<file path="config.mk">
export PLATFORM = sky130hd
export DESIGN_NAME = ipfsf_filter
export DESIGN_NICKNAME = d
export VERILOG_FILES = /design/src/logic/ipfsf_pair_buffer.v /design/src/logic/ipfsf_filter.v
export VERILOG_INCLUDE_DIRS = /design/src /design/src/logic
export SDC_FILE = /design/constraint.sdc
export NUM_CORES = 1
export LEC_CHECK = 0
export BUFFER_PORTS_ARGS = -buffer_cell sky130_fd_sc_hd__buf_2
export CORE_AREA = 2 2 195 197
export DETAILED_ROUTE_END_ITERATION = 8
export DIE_AREA = 0 0 197 199
export PLACE_DENSITY = 0.76
export SLEW_MARGIN = 20
export SYNTH_ARGS = -nofsm -noshare
export SYNTH_HDL_FRONTEND = slang
export SYNTH_SLANG_ARGS = --single-unit
export TNS_END_PERCENT = 50
</file>
<file path="constraint.sdc">
create_clock -name REF_CLK -period 3.81 [get_ports REF_CLK]
set_input_delay 0.5715 -clock REF_CLK [delete_from_list [all_inputs] [get_ports REF_CLK]]
set_output_delay 0.5715 -clock REF_CLK [all_outputs]
set_load 0.02 [all_outputs]
</file>
<file path="src/logic/ipfsf_regs.vh">
`ifndef IPFSF_REGS_VH
`define IPFSF_REGS_VH

// ********************************************
// Register byte offsets
// ********************************************
`define IPFSF_OFF_CTRL      8'h00
`define IPFSF_OFF_SRC_ADDR  8'h04
`define IPFSF_OFF_SRC_MASK  8'h08
`define IPFSF_OFF_DST_ADDR  8'h0C
`define IPFSF_OFF_DST_MASK  8'h10
`define IPFSF_OFF_PROTO_NUM 8'h14
`define IPFSF_OFF_DSCP      8'h18
`define IPFSF_OFF_PASS_CNT  8'h1C
`define IPFSF_OFF_BLOCK_CNT 8'h20

// ********************************************
// Control register fields
// ********************************************
`define IPFSF_CTRL_SRC_EQ   0
`define IPFSF_CTRL_DST_EQ   1
`define IPFSF_CTRL_PROTO_EQ 2
`define IPFSF_CTRL_DSCP_EQ  3
`define IPFSF_CTRL_SEL_LO   4
`define IPFSF_CTRL_SEL_HI   5
`define IPFSF_CTRL_WIDTH    6

// ********************************************
// Protocol selection codes and numbers
// ********************************************
`define IPFSF_SEL_NUMERIC 2'h0
`define IPFSF_SEL_UDP     2'h1
`define IPFSF_SEL_TCP     2'h2
`define IPFSF_SEL_ICMP    2'h3
`define IPFSF_PROTO_UDP   8'h11
`define IPFSF_PROTO_TCP   8'h06
`define IPFSF_PROTO_ICMP  8'h01

// ********************************************
// Reset values
// ********************************************
`define IPFSF_RST_CTRL 6'h00
`define IPFSF_RST_WORD 32'h00000000
`define IPFSF_RST_BYTE 8'h00
`define IPFSF_RST_DSCP 6'h00

// ********************************************
// Frame byte positions (untagged Ethernet II)
// ********************************************
`define IPFSF_POS_TYPE_HI 6'h0C
`define IPFSF_POS_TYPE_LO 6'h0D
`define IPFSF_POS_VER     6'h0E
`define IPFSF_POS_TOS     6'h0F
`define IPFSF_POS_PROTO   6'h17
`define IPFSF_POS_SRC     6'h1A
`define IPFSF_POS_DST     6'h1E
`define IPFSF_POS_LAST    6'h21
`define IPFSF_POS_MAX     6'h3F
`define IPFSF_TYPE_HI     8'h08
`define IPFSF_TYPE_LO     8'h00
`define IPFSF_VERSION4    4'h4

// ********************************************
// AXI responses
// ********************************************
`define IPFSF_RESP_OKAY   2'h0
`define IPFSF_RESP_DECERR 2'h3

`endif

</file>
<file path="src/logic/ipfsf_pair_buffer.v">
// ********************************************
// Two-entry buffer, head always in entry 0
// ********************************************
module ipfsf_pair_buffer #(
	parameter WIDTH = 1
) (
	// Clock and reset
	input wire clk,
	input wire rst_n,
	// Filling side
	input wire in_valid,
	input wire [WIDTH-1:0] in_data,
	output reg in_ready,
	// Draining side
	output reg out_valid,
	output reg [WIDTH-1:0] out_data,
	input wire out_ready
);

	reg [WIDTH-1:0] spare;
	reg [1:0] count;
	reg [1:0] next_count;
	wire push;
	wire pop;

	assign push = in_valid && in_ready;
	assign pop = out_valid && out_ready;

	always @*
	begin
		next_count = count;
		if (push && !pop)
			next_count = count + 2'h1;
		else if (pop && !push)
			next_count = count - 2'h1;
	end

	// Head stays in a flop so the output needs no mux
	always @(posedge clk or negedge rst_n)
	begin
		if (!rst_n)
		begin
			count <= 2'h0;
			in_ready <= 1'b1;
			out_valid <= 1'b0;
			out_data <= {WIDTH{1'b0}};
			spare <= {WIDTH{1'b0}};
		end
		else
		begin
			count <= next_count;
			in_ready <= (next_count != 2'h2);
			out_valid <= (next_count != 2'h0);
			if (pop)
			begin
				if (count == 2'h2)
					out_data <= spare;
				else if (push)
					out_data <= in_data;
			end
			else if (push && count == 2'h0)
				out_data <= in_data;
			if (push && (count == 2'h2 || (count == 2'h1 && !pop)))
				spare <= in_data;
		end
	end

endmodule // ipfsf_pair_buffer

</file>
<file path="src/logic/ipfsf_filter.v">
// Functional notes
// - Four IPv4 criteria; addresses have own masks.
// - Source criterion is Ignore or Equal-to.
// - Ignored source criterion blocks nothing by itself.
// - 32-bit source pattern compared under source mask.
// - Mask ANDed with both values before compare.
// - Destination criterion offers Ignore and Equal-to.
// - 32-bit destination pattern under separate mask.
// - Protocol criterion compares header protocol byte.
// - Protocol choice UDP=17, TCP=6, ICMP=1, Numeric.
// - Numeric number used only when Numeric selected.
// - DSCP criterion compares the 6-bit DSCP field.
// - DSCP Equal-to needs exact match with setting.
//
// The register offsets and register access over AXI4-Lite were decided locally.
`include "ipfsf_regs.vh"

module ipfsf_filter #(
	parameter CNT_WIDTH = 32
) (
	// Clock and reset
	input wire REF_CLK,
	input wire RSTN,
	// AXI4-Lite write address
	input wire AWVALID,
	output reg AWREADY,
	input wire [7:0] AWADDR,
	input wire [2:0] AWPROT,
	// AXI4-Lite write data
	input wire WVALID,
	output reg WREADY,
	input wire [31:0] WDATA,
	input wire [3:0] WSTRB,
	// AXI4-Lite write response
	output reg BVALID,
	input wire BREADY,
	output reg [1:0] BRESP,
	// AXI4-Lite read address
	input wire ARVALID,
	output reg ARREADY,
	input wire [7:0] ARADDR,
	input wire [2:0] ARPROT,
	// AXI4-Lite read data
	output reg RVALID,
	input wire RREADY,
	output reg [31:0] RDATA,
	output reg [1:0] RRESP,
	// Received frame bytes
	input wire S_VALID,
	output wire S_READY,
	input wire [7:0] S_DATA,
	input wire S_LAST,
	// Per-frame decision
	output wire D_VALID,
	output wire D_PASS,
	input wire D_READY
);

	// ********************************************
	// Address decode
	// ********************************************
	localparam IDX_CTRL = 4'h0;
	localparam IDX_SRC_ADDR = 4'h1;
	localparam IDX_SRC_MASK = 4'h2;
	localparam IDX_DST_ADDR = 4'h3;
	localparam IDX_DST_MASK = 4'h4;
	localparam IDX_PROTO_NUM = 4'h5;
	localparam IDX_DSCP = 4'h6;
	localparam IDX_PASS_CNT = 4'h7;
	localparam IDX_BLOCK_CNT = 4'h8;
	localparam IDX_NONE = 4'hF;

	function [3:0] reg_index;
		input [7:0] addr;
		begin
			case (addr)
				`IPFSF_OFF_CTRL: reg_index = IDX_CTRL;
				`IPFSF_OFF_SRC_ADDR: reg_index = IDX_SRC_ADDR;
				`IPFSF_OFF_SRC_MASK: reg_index = IDX_SRC_MASK;
				`IPFSF_OFF_DST_ADDR: reg_index = IDX_DST_ADDR;
				`IPFSF_OFF_DST_MASK: reg_index = IDX_DST_MASK;
				`IPFSF_OFF_PROTO_NUM: reg_index = IDX_PROTO_NUM;
				`IPFSF_OFF_DSCP: reg_index = IDX_DSCP;
				`IPFSF_OFF_PASS_CNT: reg_index = IDX_PASS_CNT;
				`IPFSF_OFF_BLOCK_CNT: reg_index = IDX_BLOCK_CNT;
				default: reg_index = IDX_NONE;
			endcase
		end
	endfunction

	// Byte-lane merge for partial writes
	function [31:0] merge;
		input [31:0] old;
		input [31:0] data;
		input [3:0] strb;
		integer i;
		begin
			merge = old;
			for (i = 0; i < 4; i = i + 1)
				if (strb[i])
					merge[i*8 +: 8] = data[i*8 +: 8];
		end
	endfunction

	reg [`IPFSF_CTRL_WIDTH-1:0] ctrl;
	reg [31:0] src_addr, src_mask, dst_addr, dst_mask;
	reg [7:0] proto_num;
	reg [5:0] dscp_val;
	reg [CNT_WIDTH-1:0] pass_cnt, block_cnt;

	// ********************************************
	// Write channel
	// ********************************************
	reg aw_have, w_have;
	reg [7:0] aw_addr;
	reg [31:0] w_data;
	reg [3:0] w_strb;
	wire [3:0] w_idx;
	wire do_write;

	assign w_idx = reg_index(aw_addr);
	assign do_write = aw_have && w_have && !BVALID;

	always @(posedge REF_CLK or negedge RSTN)
	begin
		if (!RSTN)
		begin
			AWREADY <= 1'b1;
			WREADY <= 1'b1;
			BVALID <= 1'b0;
			BRESP <= `IPFSF_RESP_OKAY;
			aw_have <= 1'b0;
			w_have <= 1'b0;
			aw_addr <= 8'h00;
			w_data <= 32'h00000000;
			w_strb <= 4'h0;
		end
		else
		begin
			// Address and data may arrive in either order
			if (AWVALID && AWREADY)
			begin
				aw_have <= 1'b1;
				aw_addr <= AWADDR;
				AWREADY <= 1'b0;
			end
			if (WVALID && WREADY)
			begin
				w_have <= 1'b1;
				w_data <= WDATA;
				w_strb <= WSTRB;
				WREADY <= 1'b0;
			end
			if (do_write)
			begin
				BVALID <= 1'b1;
				BRESP <= (w_idx == IDX_NONE) ? `IPFSF_RESP_DECERR : `IPFSF_RESP_OKAY;
			end
			if (BVALID && BREADY)
			begin
				BVALID <= 1'b0;
				aw_have <= 1'b0;
				w_have <= 1'b0;
				AWREADY <= 1'b1;
				WREADY <= 1'b1;
			end
		end
	end

	always @(posedge REF_CLK or negedge RSTN)
	begin
		if (!RSTN)
		begin
			ctrl <= `IPFSF_RST_CTRL;
			src_addr <= `IPFSF_RST_WORD;
			src_mask <= `IPFSF_RST_WORD;
			dst_addr <= `IPFSF_RST_WORD;
			dst_mask <= `IPFSF_RST_WORD;
			proto_num <= `IPFSF_RST_BYTE;
			dscp_val <= `IPFSF_RST_DSCP;
		end
		else if (do_write)
		begin
			case (w_idx)
				IDX_CTRL: ctrl <= w_strb[0] ? w_data[`IPFSF_CTRL_WIDTH-1:0] : ctrl;
				IDX_SRC_ADDR: src_addr <= merge(src_addr, w_data, w_strb);
				IDX_SRC_MASK: src_mask <= merge(src_mask, w_data, w_strb);
				IDX_DST_ADDR: dst_addr <= merge(dst_addr, w_data, w_strb);
				IDX_DST_MASK: dst_mask <= merge(dst_mask, w_data, w_strb);
				IDX_PROTO_NUM: proto_num <= w_strb[0] ? w_data[7:0] : proto_num;
				IDX_DSCP: dscp_val <= w_strb[0] ? w_data[5:0] : dscp_val;
				default: ctrl <= ctrl;
			endcase
		end
	end

	// ********************************************
	// Read channel
	// ********************************************
	reg [31:0] rd_word;
	wire [3:0] r_idx;

	assign r_idx = reg_index(ARADDR);

	always @*
	begin
		rd_word = 32'h00000000;
		case (r_idx)
			IDX_CTRL: rd_word[`IPFSF_CTRL_WIDTH-1:0] = ctrl;
			IDX_SRC_ADDR: rd_word = src_addr;
			IDX_SRC_MASK: rd_word = src_mask;
			IDX_DST_ADDR: rd_word = dst_addr;
			IDX_DST_MASK: rd_word = dst_mask;
			IDX_PROTO_NUM: rd_word[7:0] = proto_num;
			IDX_DSCP: rd_word[5:0] = dscp_val;
			IDX_PASS_CNT: rd_word[CNT_WIDTH-1:0] = pass_cnt;
			IDX_BLOCK_CNT: rd_word[CNT_WIDTH-1:0] = block_cnt;
			default: rd_word = 32'h00000000;
		endcase
	end

	always @(posedge REF_CLK or negedge RSTN)
	begin
		if (!RSTN)
		begin
			ARREADY <= 1'b1;
			RVALID <= 1'b0;
			RDATA <= 32'h00000000;
			RRESP <= `IPFSF_RESP_OKAY;
		end
		else if (ARVALID && ARREADY)
		begin
			ARREADY <= 1'b0;
			RVALID <= 1'b1;
			RDATA <= rd_word;
			RRESP <= (r_idx == IDX_NONE) ? `IPFSF_RESP_DECERR : `IPFSF_RESP_OKAY;
		end
		else if (RVALID && RREADY)
		begin
			RVALID <= 1'b0;
			ARREADY <= 1'b1;
		end
	end

	// ********************************************
	// Header capture
	// ********************************************
	reg [5:0] pos, f_dscp, next_dscp;
	reg type_ok, ver_ok, next_type_ok, next_ver_ok;
	reg [7:0] f_proto, next_proto;
	reg [31:0] f_src, f_dst, next_src, next_dst;
	wire beat, buf_ready;

	// Stall whole frame while the decision buffer is full
	assign beat = S_VALID && buf_ready;
	assign S_READY = buf_ready;

	always @*
	begin
		next_type_ok = type_ok;
		next_ver_ok = ver_ok;
		next_dscp = f_dscp;
		next_proto = f_proto;
		next_src = f_src;
		next_dst = f_dst;
		if (pos == `IPFSF_POS_TYPE_HI)
			next_type_ok = (S_DATA == `IPFSF_TYPE_HI);
		if (pos == `IPFSF_POS_TYPE_LO)
			next_type_ok = type_ok && (S_DATA == `IPFSF_TYPE_LO);
		if (pos == `IPFSF_POS_VER)
			next_ver_ok = (S_DATA[7:4] == `IPFSF_VERSION4);
		if (pos == `IPFSF_POS_TOS)
			next_dscp = S_DATA[7:2];
		if (pos == `IPFSF_POS_PROTO)
			next_proto = S_DATA;
		if (pos >= `IPFSF_POS_SRC && pos < `IPFSF_POS_DST)
			next_src = {f_src[23:0], S_DATA};
		if (pos >= `IPFSF_POS_DST && pos <= `IPFSF_POS_LAST)
			next_dst = {f_dst[23:0], S_DATA};
	end

	always @(posedge REF_CLK or negedge RSTN)
	begin
		if (!RSTN)
		begin
			pos <= 6'h00;
			type_ok <= 1'b0;
			ver_ok <= 1'b0;
			f_dscp <= 6'h00;
			f_proto <= 8'h00;
			f_src <= 32'h00000000;
			f_dst <= 32'h00000000;
		end
		else if (beat)
		begin
			type_ok <= next_type_ok;
			ver_ok <= next_ver_ok;
			f_dscp <= next_dscp;
			f_proto <= next_proto;
			f_src <= next_src;
			f_dst <= next_dst;
			if (S_LAST)
				pos <= 6'h00;
			else if (pos != `IPFSF_POS_MAX)
				pos <= pos + 6'h01;
		end
	end

	// ********************************************
	// Decision
	// ********************************************
	reg [7:0] want_proto;
	wire is_ipv4, src_ok, dst_ok, proto_ok, dscp_ok, pass, push;

	always @*
	begin
		case (ctrl[`IPFSF_CTRL_SEL_HI:`IPFSF_CTRL_SEL_LO])
			`IPFSF_SEL_UDP: want_proto = `IPFSF_PROTO_UDP;
			`IPFSF_SEL_TCP: want_proto = `IPFSF_PROTO_TCP;
			`IPFSF_SEL_ICMP: want_proto = `IPFSF_PROTO_ICMP;
			default: want_proto = proto_num;
		endcase
	end

	// A frame too short to carry the whole header is not IPv4
	assign is_ipv4 = next_type_ok && next_ver_ok && (pos >= `IPFSF_POS_LAST);
	// Ignored criterion is true so it blocks nothing
	assign src_ok = !ctrl[`IPFSF_CTRL_SRC_EQ] ||
		((next_src & src_mask) == (src_addr & src_mask));
	assign dst_ok = !ctrl[`IPFSF_CTRL_DST_EQ] ||
		((next_dst & dst_mask) == (dst_addr & dst_mask));
	assign proto_ok = !ctrl[`IPFSF_CTRL_PROTO_EQ] || (next_proto == want_proto);
	assign dscp_ok = !ctrl[`IPFSF_CTRL_DSCP_EQ] || (next_dscp == dscp_val);
	assign pass = is_ipv4 && src_ok && dst_ok && proto_ok && dscp_ok;
	assign push = beat && S_LAST;

	always @(posedge REF_CLK or negedge RSTN)
	begin
		if (!RSTN)
		begin
			pass_cnt <= {CNT_WIDTH{1'b0}};
			block_cnt <= {CNT_WIDTH{1'b0}};
		end
		else if (push)
		begin
			if (pass)
				pass_cnt <= pass_cnt + {{(CNT_WIDTH-1){1'b0}}, 1'b1};
			else
				block_cnt <= block_cnt + {{(CNT_WIDTH-1){1'b0}}, 1'b1};
		end
	end

	// Two decisions buffered so a slow reader loses none
	ipfsf_pair_buffer #(
		.WIDTH(1)
	) u_buffer (
		.clk(REF_CLK),
		.rst_n(RSTN),
		.in_valid(push),
		.in_data(pass),
		.in_ready(buf_ready),
		.out_valid(D_VALID),
		.out_data(D_PASS),
		.out_ready(D_READY)
	);

endmodule // ipfsf_filter

</file>
==> results.md <==
- The fraction of the cycle the final worst path needs is 94.9%.
- Detailed placement ended at an HPWL of 42500 um.
- The number of standard cells after synthesis is 1668.
- In the final layout, the share of cells above drive strength 1 is 31.0%.
- The internal portion of the total power is 8.03 mW.
- Across the VDD grid, the largest voltage drop is 432 uV.
- After synthesis, flip-flops and latches occupy 50.1% of the total area.
- For this block, the routed nets add up to 58400 um of wire.
- Averaged over all synthesized cells, the footprint is 11.7 um^2.
- The critical path goes through inv_1 > ha_2 > nor3_4 > nor3_4 > buf_4 > clkbuf_16 > mux2i_1 > xnor2_1 > a22oi_1 > nand4_1 > o31a_1 > buf_12 > buf_4 > nor3_1 > xor2_1.
- The number of global-route vias before repair is 14400.
- The type of destination of the critical path is a register.
- Data on the critical path arrives at its endpoint at 4110 ps.
- The floorplan step set the die height to 199 um.
- The netlist area before placement is 19400 um^2.
- The number of setup violations in the final report is 0.
- Together, buffers and inverters on the worst path number 5.
- In this run the worst hold path is classified as input pin to async pin.
- Across all register-to-register paths, the minimum setup slack is 190 ps.
- The buffer type at the clock tree root is clkbuf_16.
- Max-cap violations in this run came to 0.
- The initial antenna violation count is 1.
- Timing would allow up to 0.277 GHz.
- The terminus of the critical flop-to-flop path is pass_cnt[5].
- The total count of hold-check failures in the final report is 0.
- Of all nets on the critical path, the largest fanout is 34.
- On the critical path, the stage with the largest delay is an instance of dfrtp_1.
- The kind of start point of the critical path is a register.
- The number of buffers added to fix hold violations after cts is 0.
- In the routed layout, each cell is associated on average with a via count of 6.39.
- The floorplan step set the die width to 197 um.
- TritonCTS built the clock tree.
- The actual transition at the worst max-transition pin is 916 ps.
- Net switching is 29.5% of the power.
- On the final layout, the worst hold slack is 69.5 ps.
- In the post-synthesis netlist, the biggest area contributors are dfrtp_1 50%, mux2_2 17%, xor2_1 4.6%, mux2i_1 3.1%, nand2_1 2.8%.
- The kind of critical path is register to register.
- 0 antenna diodes ended up in the layout.
- The dominant synthesized flop cell is dfrtp_1.
- After synthesis, the most frequently instantiated cells are 385 x dfrtp_1, 294 x mux2_2, 145 x nand2_1.
- The number of routed nets with antenna violations is 0.
- The total routing resource utilization after global routing is 30.3%.
- The run finished with clean final reports.
- The floorplan has 71 rows.
- No sink is reached through more buffers than the 3 on the longest clock path.
- The final net count is 1887.
- The number of cell instances on the worst register-to-register path is 15.
- The worst slew slack as a fraction of its limit is 38.9%.
- The weighted congestion reported at the end of routability-driven placement is 0.974.
- The analysis attributes to cell leakage a power of 10.6 nW.
- The area growth from synthesis to layout is 15.3%.
- The library cell with the highest instance count after synthesis is dfrtp_1.
- Per report_power, the combinational group accounts for 13.0% of the total.
- For the worst-skew pair, the clock arrives at the later sink with an insertion delay of 580 ps.
- Entering global routing, the biggest net connects 110 pins.
- The clock skew is 20.8 ps.
- The global-route wire length before repair is 88300 um.
- The number of levels the H-tree was split into is 2.
- In this run the biggest area consumer among cell types represents 49.5% of the synthesized area.
- The number of clock buffers added by TritonCTS is 43.
- The filler cells instantiated in the layout total 2964.
- Summed over all instances, the cell type with the most area after synthesis is dfrtp_1.
- The average wire per cell in the routed design is 25.3 um.
- The total of flip-flops plus latches after synthesis is 389.
- Power spread over the standard cell area amounts to 508 nW/um^2.
- The number of unique standard cell types used by synthesis is 73.
- The net switching power figure is 3.36 mW.
- The cell type group with the largest total delay on the critical path is buffers and inverters.
- In this run the critical register-to-register path is launched from pos[0].
- Of the total power, registers draw 48.0%.
- The total DRC errors in the routed layout is 0.
- The area of the core is 37100 um^2.
- The total via count after detailed routing is 14700.
- The clock network power share is 39.0%.
- Data on the critical path is required at its endpoint by 4300 ps.
- After routing, the total negative slack on setup checks comes to 0 ps.
- After layout, the minimum clock period comes to 3620 ps.
- The proportion of synthesized flip-flops having asynchronous set or reset is 100%.
- The detailed router finished its first iteration with 1484 violations.
- After clock tree synthesis, the clock-pin slew on the worst setup and hold paths is 60 ps.
- The number of I/O port buffers is 113.
- Before antenna repair, the detailed router went through 6 iterations.
- Pin placement for this block handled 120 I/O pins.
- The sum of overflow across all layers after global routing is 0.
- The synthesized netlist net count is 1754.
- The synthesized design contains 0 enable-type register cells.
- In this design, the stage delay of the slowest critical-path cell is 420 ps.
- The Yosys step of the flow raised 0 warnings.
- The count of pins over their slew limit was 0.
- The full die area is 39200 um^2.
- The initial utilization of the core area, before any placement, comes to 52.4%.
- The CTS sink count is 389.
worst register-to-register path: cells and delay by family (launching register included):
family / cells / cell delay, ps
AO/OA/AOI/OAI: 2 / 700
XOR/XNOR: 2 / 270
adder cells (fa/ha/maj): 1 / 250
buffers and inverters: 5 / 920
flip-flops: 1 / 420
multiplexers: 1 / 260
AND/OR/NAND/NOR: 4 / 730
routing by layer:
layer / vias to the layer above / GRT usage [%] / share of wire (%)
met5: - / 0 / 0.017
met4: 2 / 12.7 / 4.2
met3: 135 / 6.61 / 8.8
met2: 681 / 47.6 / 46
met1: 7523 / 40.9 / 41
li1: 6398 / - / -
worst max-delay path by stage:
stage | startpoint | endpoint | slack [ps] | cells past startpoint
floorplan | pos[0] | pass_cnt[1] | 450 | 13
finish | pos[0] | pass_cnt[5] | 190 | 15
global route | pos[1] | block_cnt[7] | -40 | 12
CTS | pos[0] | pass_cnt[22] | 20 | 14
detailed placement | pos[0] | pass_cnt[22] | -100 | 14
global placement | pos[0] | pass_cnt[5] | 50 | 15
final cells by class:
type	count	area, um^2	area share [%]
tap	474	593	2.65
clock buffer	59	1190	5.29
multi-input combinational	1170	9340	41.6
sequential	389	9740	43.4
timing repair buffer	172	1150	5.12
inverter	25	93.8	0.419
clock inverter	19	319	1.42
power groups by stage:
| stage | registers (mW) | logic (mW) | clock network [mW] |
|---|---|---|---|
| after detailed placement | 5.51 | 1.48 | 0 |
| after CTS | 5.44 | 1.48 | 4.49 |
| after floorplan | 5.15 | 1.02 | 0 |
| final | 5.47 | 1.48 | 4.44 |
| after global placement | 5.46 | 1.41 | 0 |
| after global routing | 5.53 | 1.63 | 4.66 |
logic make-up after synthesis:
kind of cell,Yosys count,share of synthesized area [%]
xor gates and xnor gates,146,6.58
adders and majority gates,10,0.643
buffers and inverters,109,2.41
and+or+nand+nor,371,9.48
muxes,359,20.6
DFF,389,50.1
AOI/OAI and AO/OA,284,10.2
cells in the final DEF (no fill, tap or decap), types with 6 or more instances in the layout:
| cell | instances |
|---|---|
| nor2_1 | 35 |
| nor3_1 | 26 |
| o21ai_0 | 78 |
| clkbuf_1 | 11 |
| ha_1 | 9 |
| a21oi_1 | 24 |
| clkbuf_16 | 44 |
| nand3_1 | 53 |
| a221oi_1 | 30 |
| mux2_2 | 294 |
| nand4_1 | 17 |
| and3_1 | 16 |
| buf_4 | 49 |
| inv_1 | 25 |
| buf_2 | 112 |
| nand2b_1 | 15 |
| nor4_1 | 9 |
| o211ai_1 | 8 |
| xnor2_1 | 44 |
| o22ai_1 | 18 |
| a22oi_1 | 54 |
| buf_12 | 9 |
| bufinv_16 | 7 |
| and2_1 | 6 |
| nand2_1 | 143 |
| a211oi_1 | 16 |
| dfrtp_1 | 385 |
| a31oi_1 | 6 |
| xor2_1 | 102 |
| a2111oi_0 | 8 |
| mux2i_1 | 59 |
metrics by stage:
stage               setup WS (ps)  area [um^2]  util [%]  power, mW  cells
floorplan                     453        19400         -       6.18   1668
global placement             51.5        20800      56.1       6.88   2228
detailed placement          -96.5        20800      56.1       6.98   2228
CTS                          18.0        22300      60.2       11.4   2306
global route                -37.8        22400      60.4       11.8   2308
finish                        194        22400      60.4       11.4   2308
timing repair:
action,CTS,global route
setup buffers,0,1
cloned,0,1
setup endpoints to repair,21,64
gates resized for setup,3,12
pin swaps,0,3
Power figures use the tool's default switching activity.
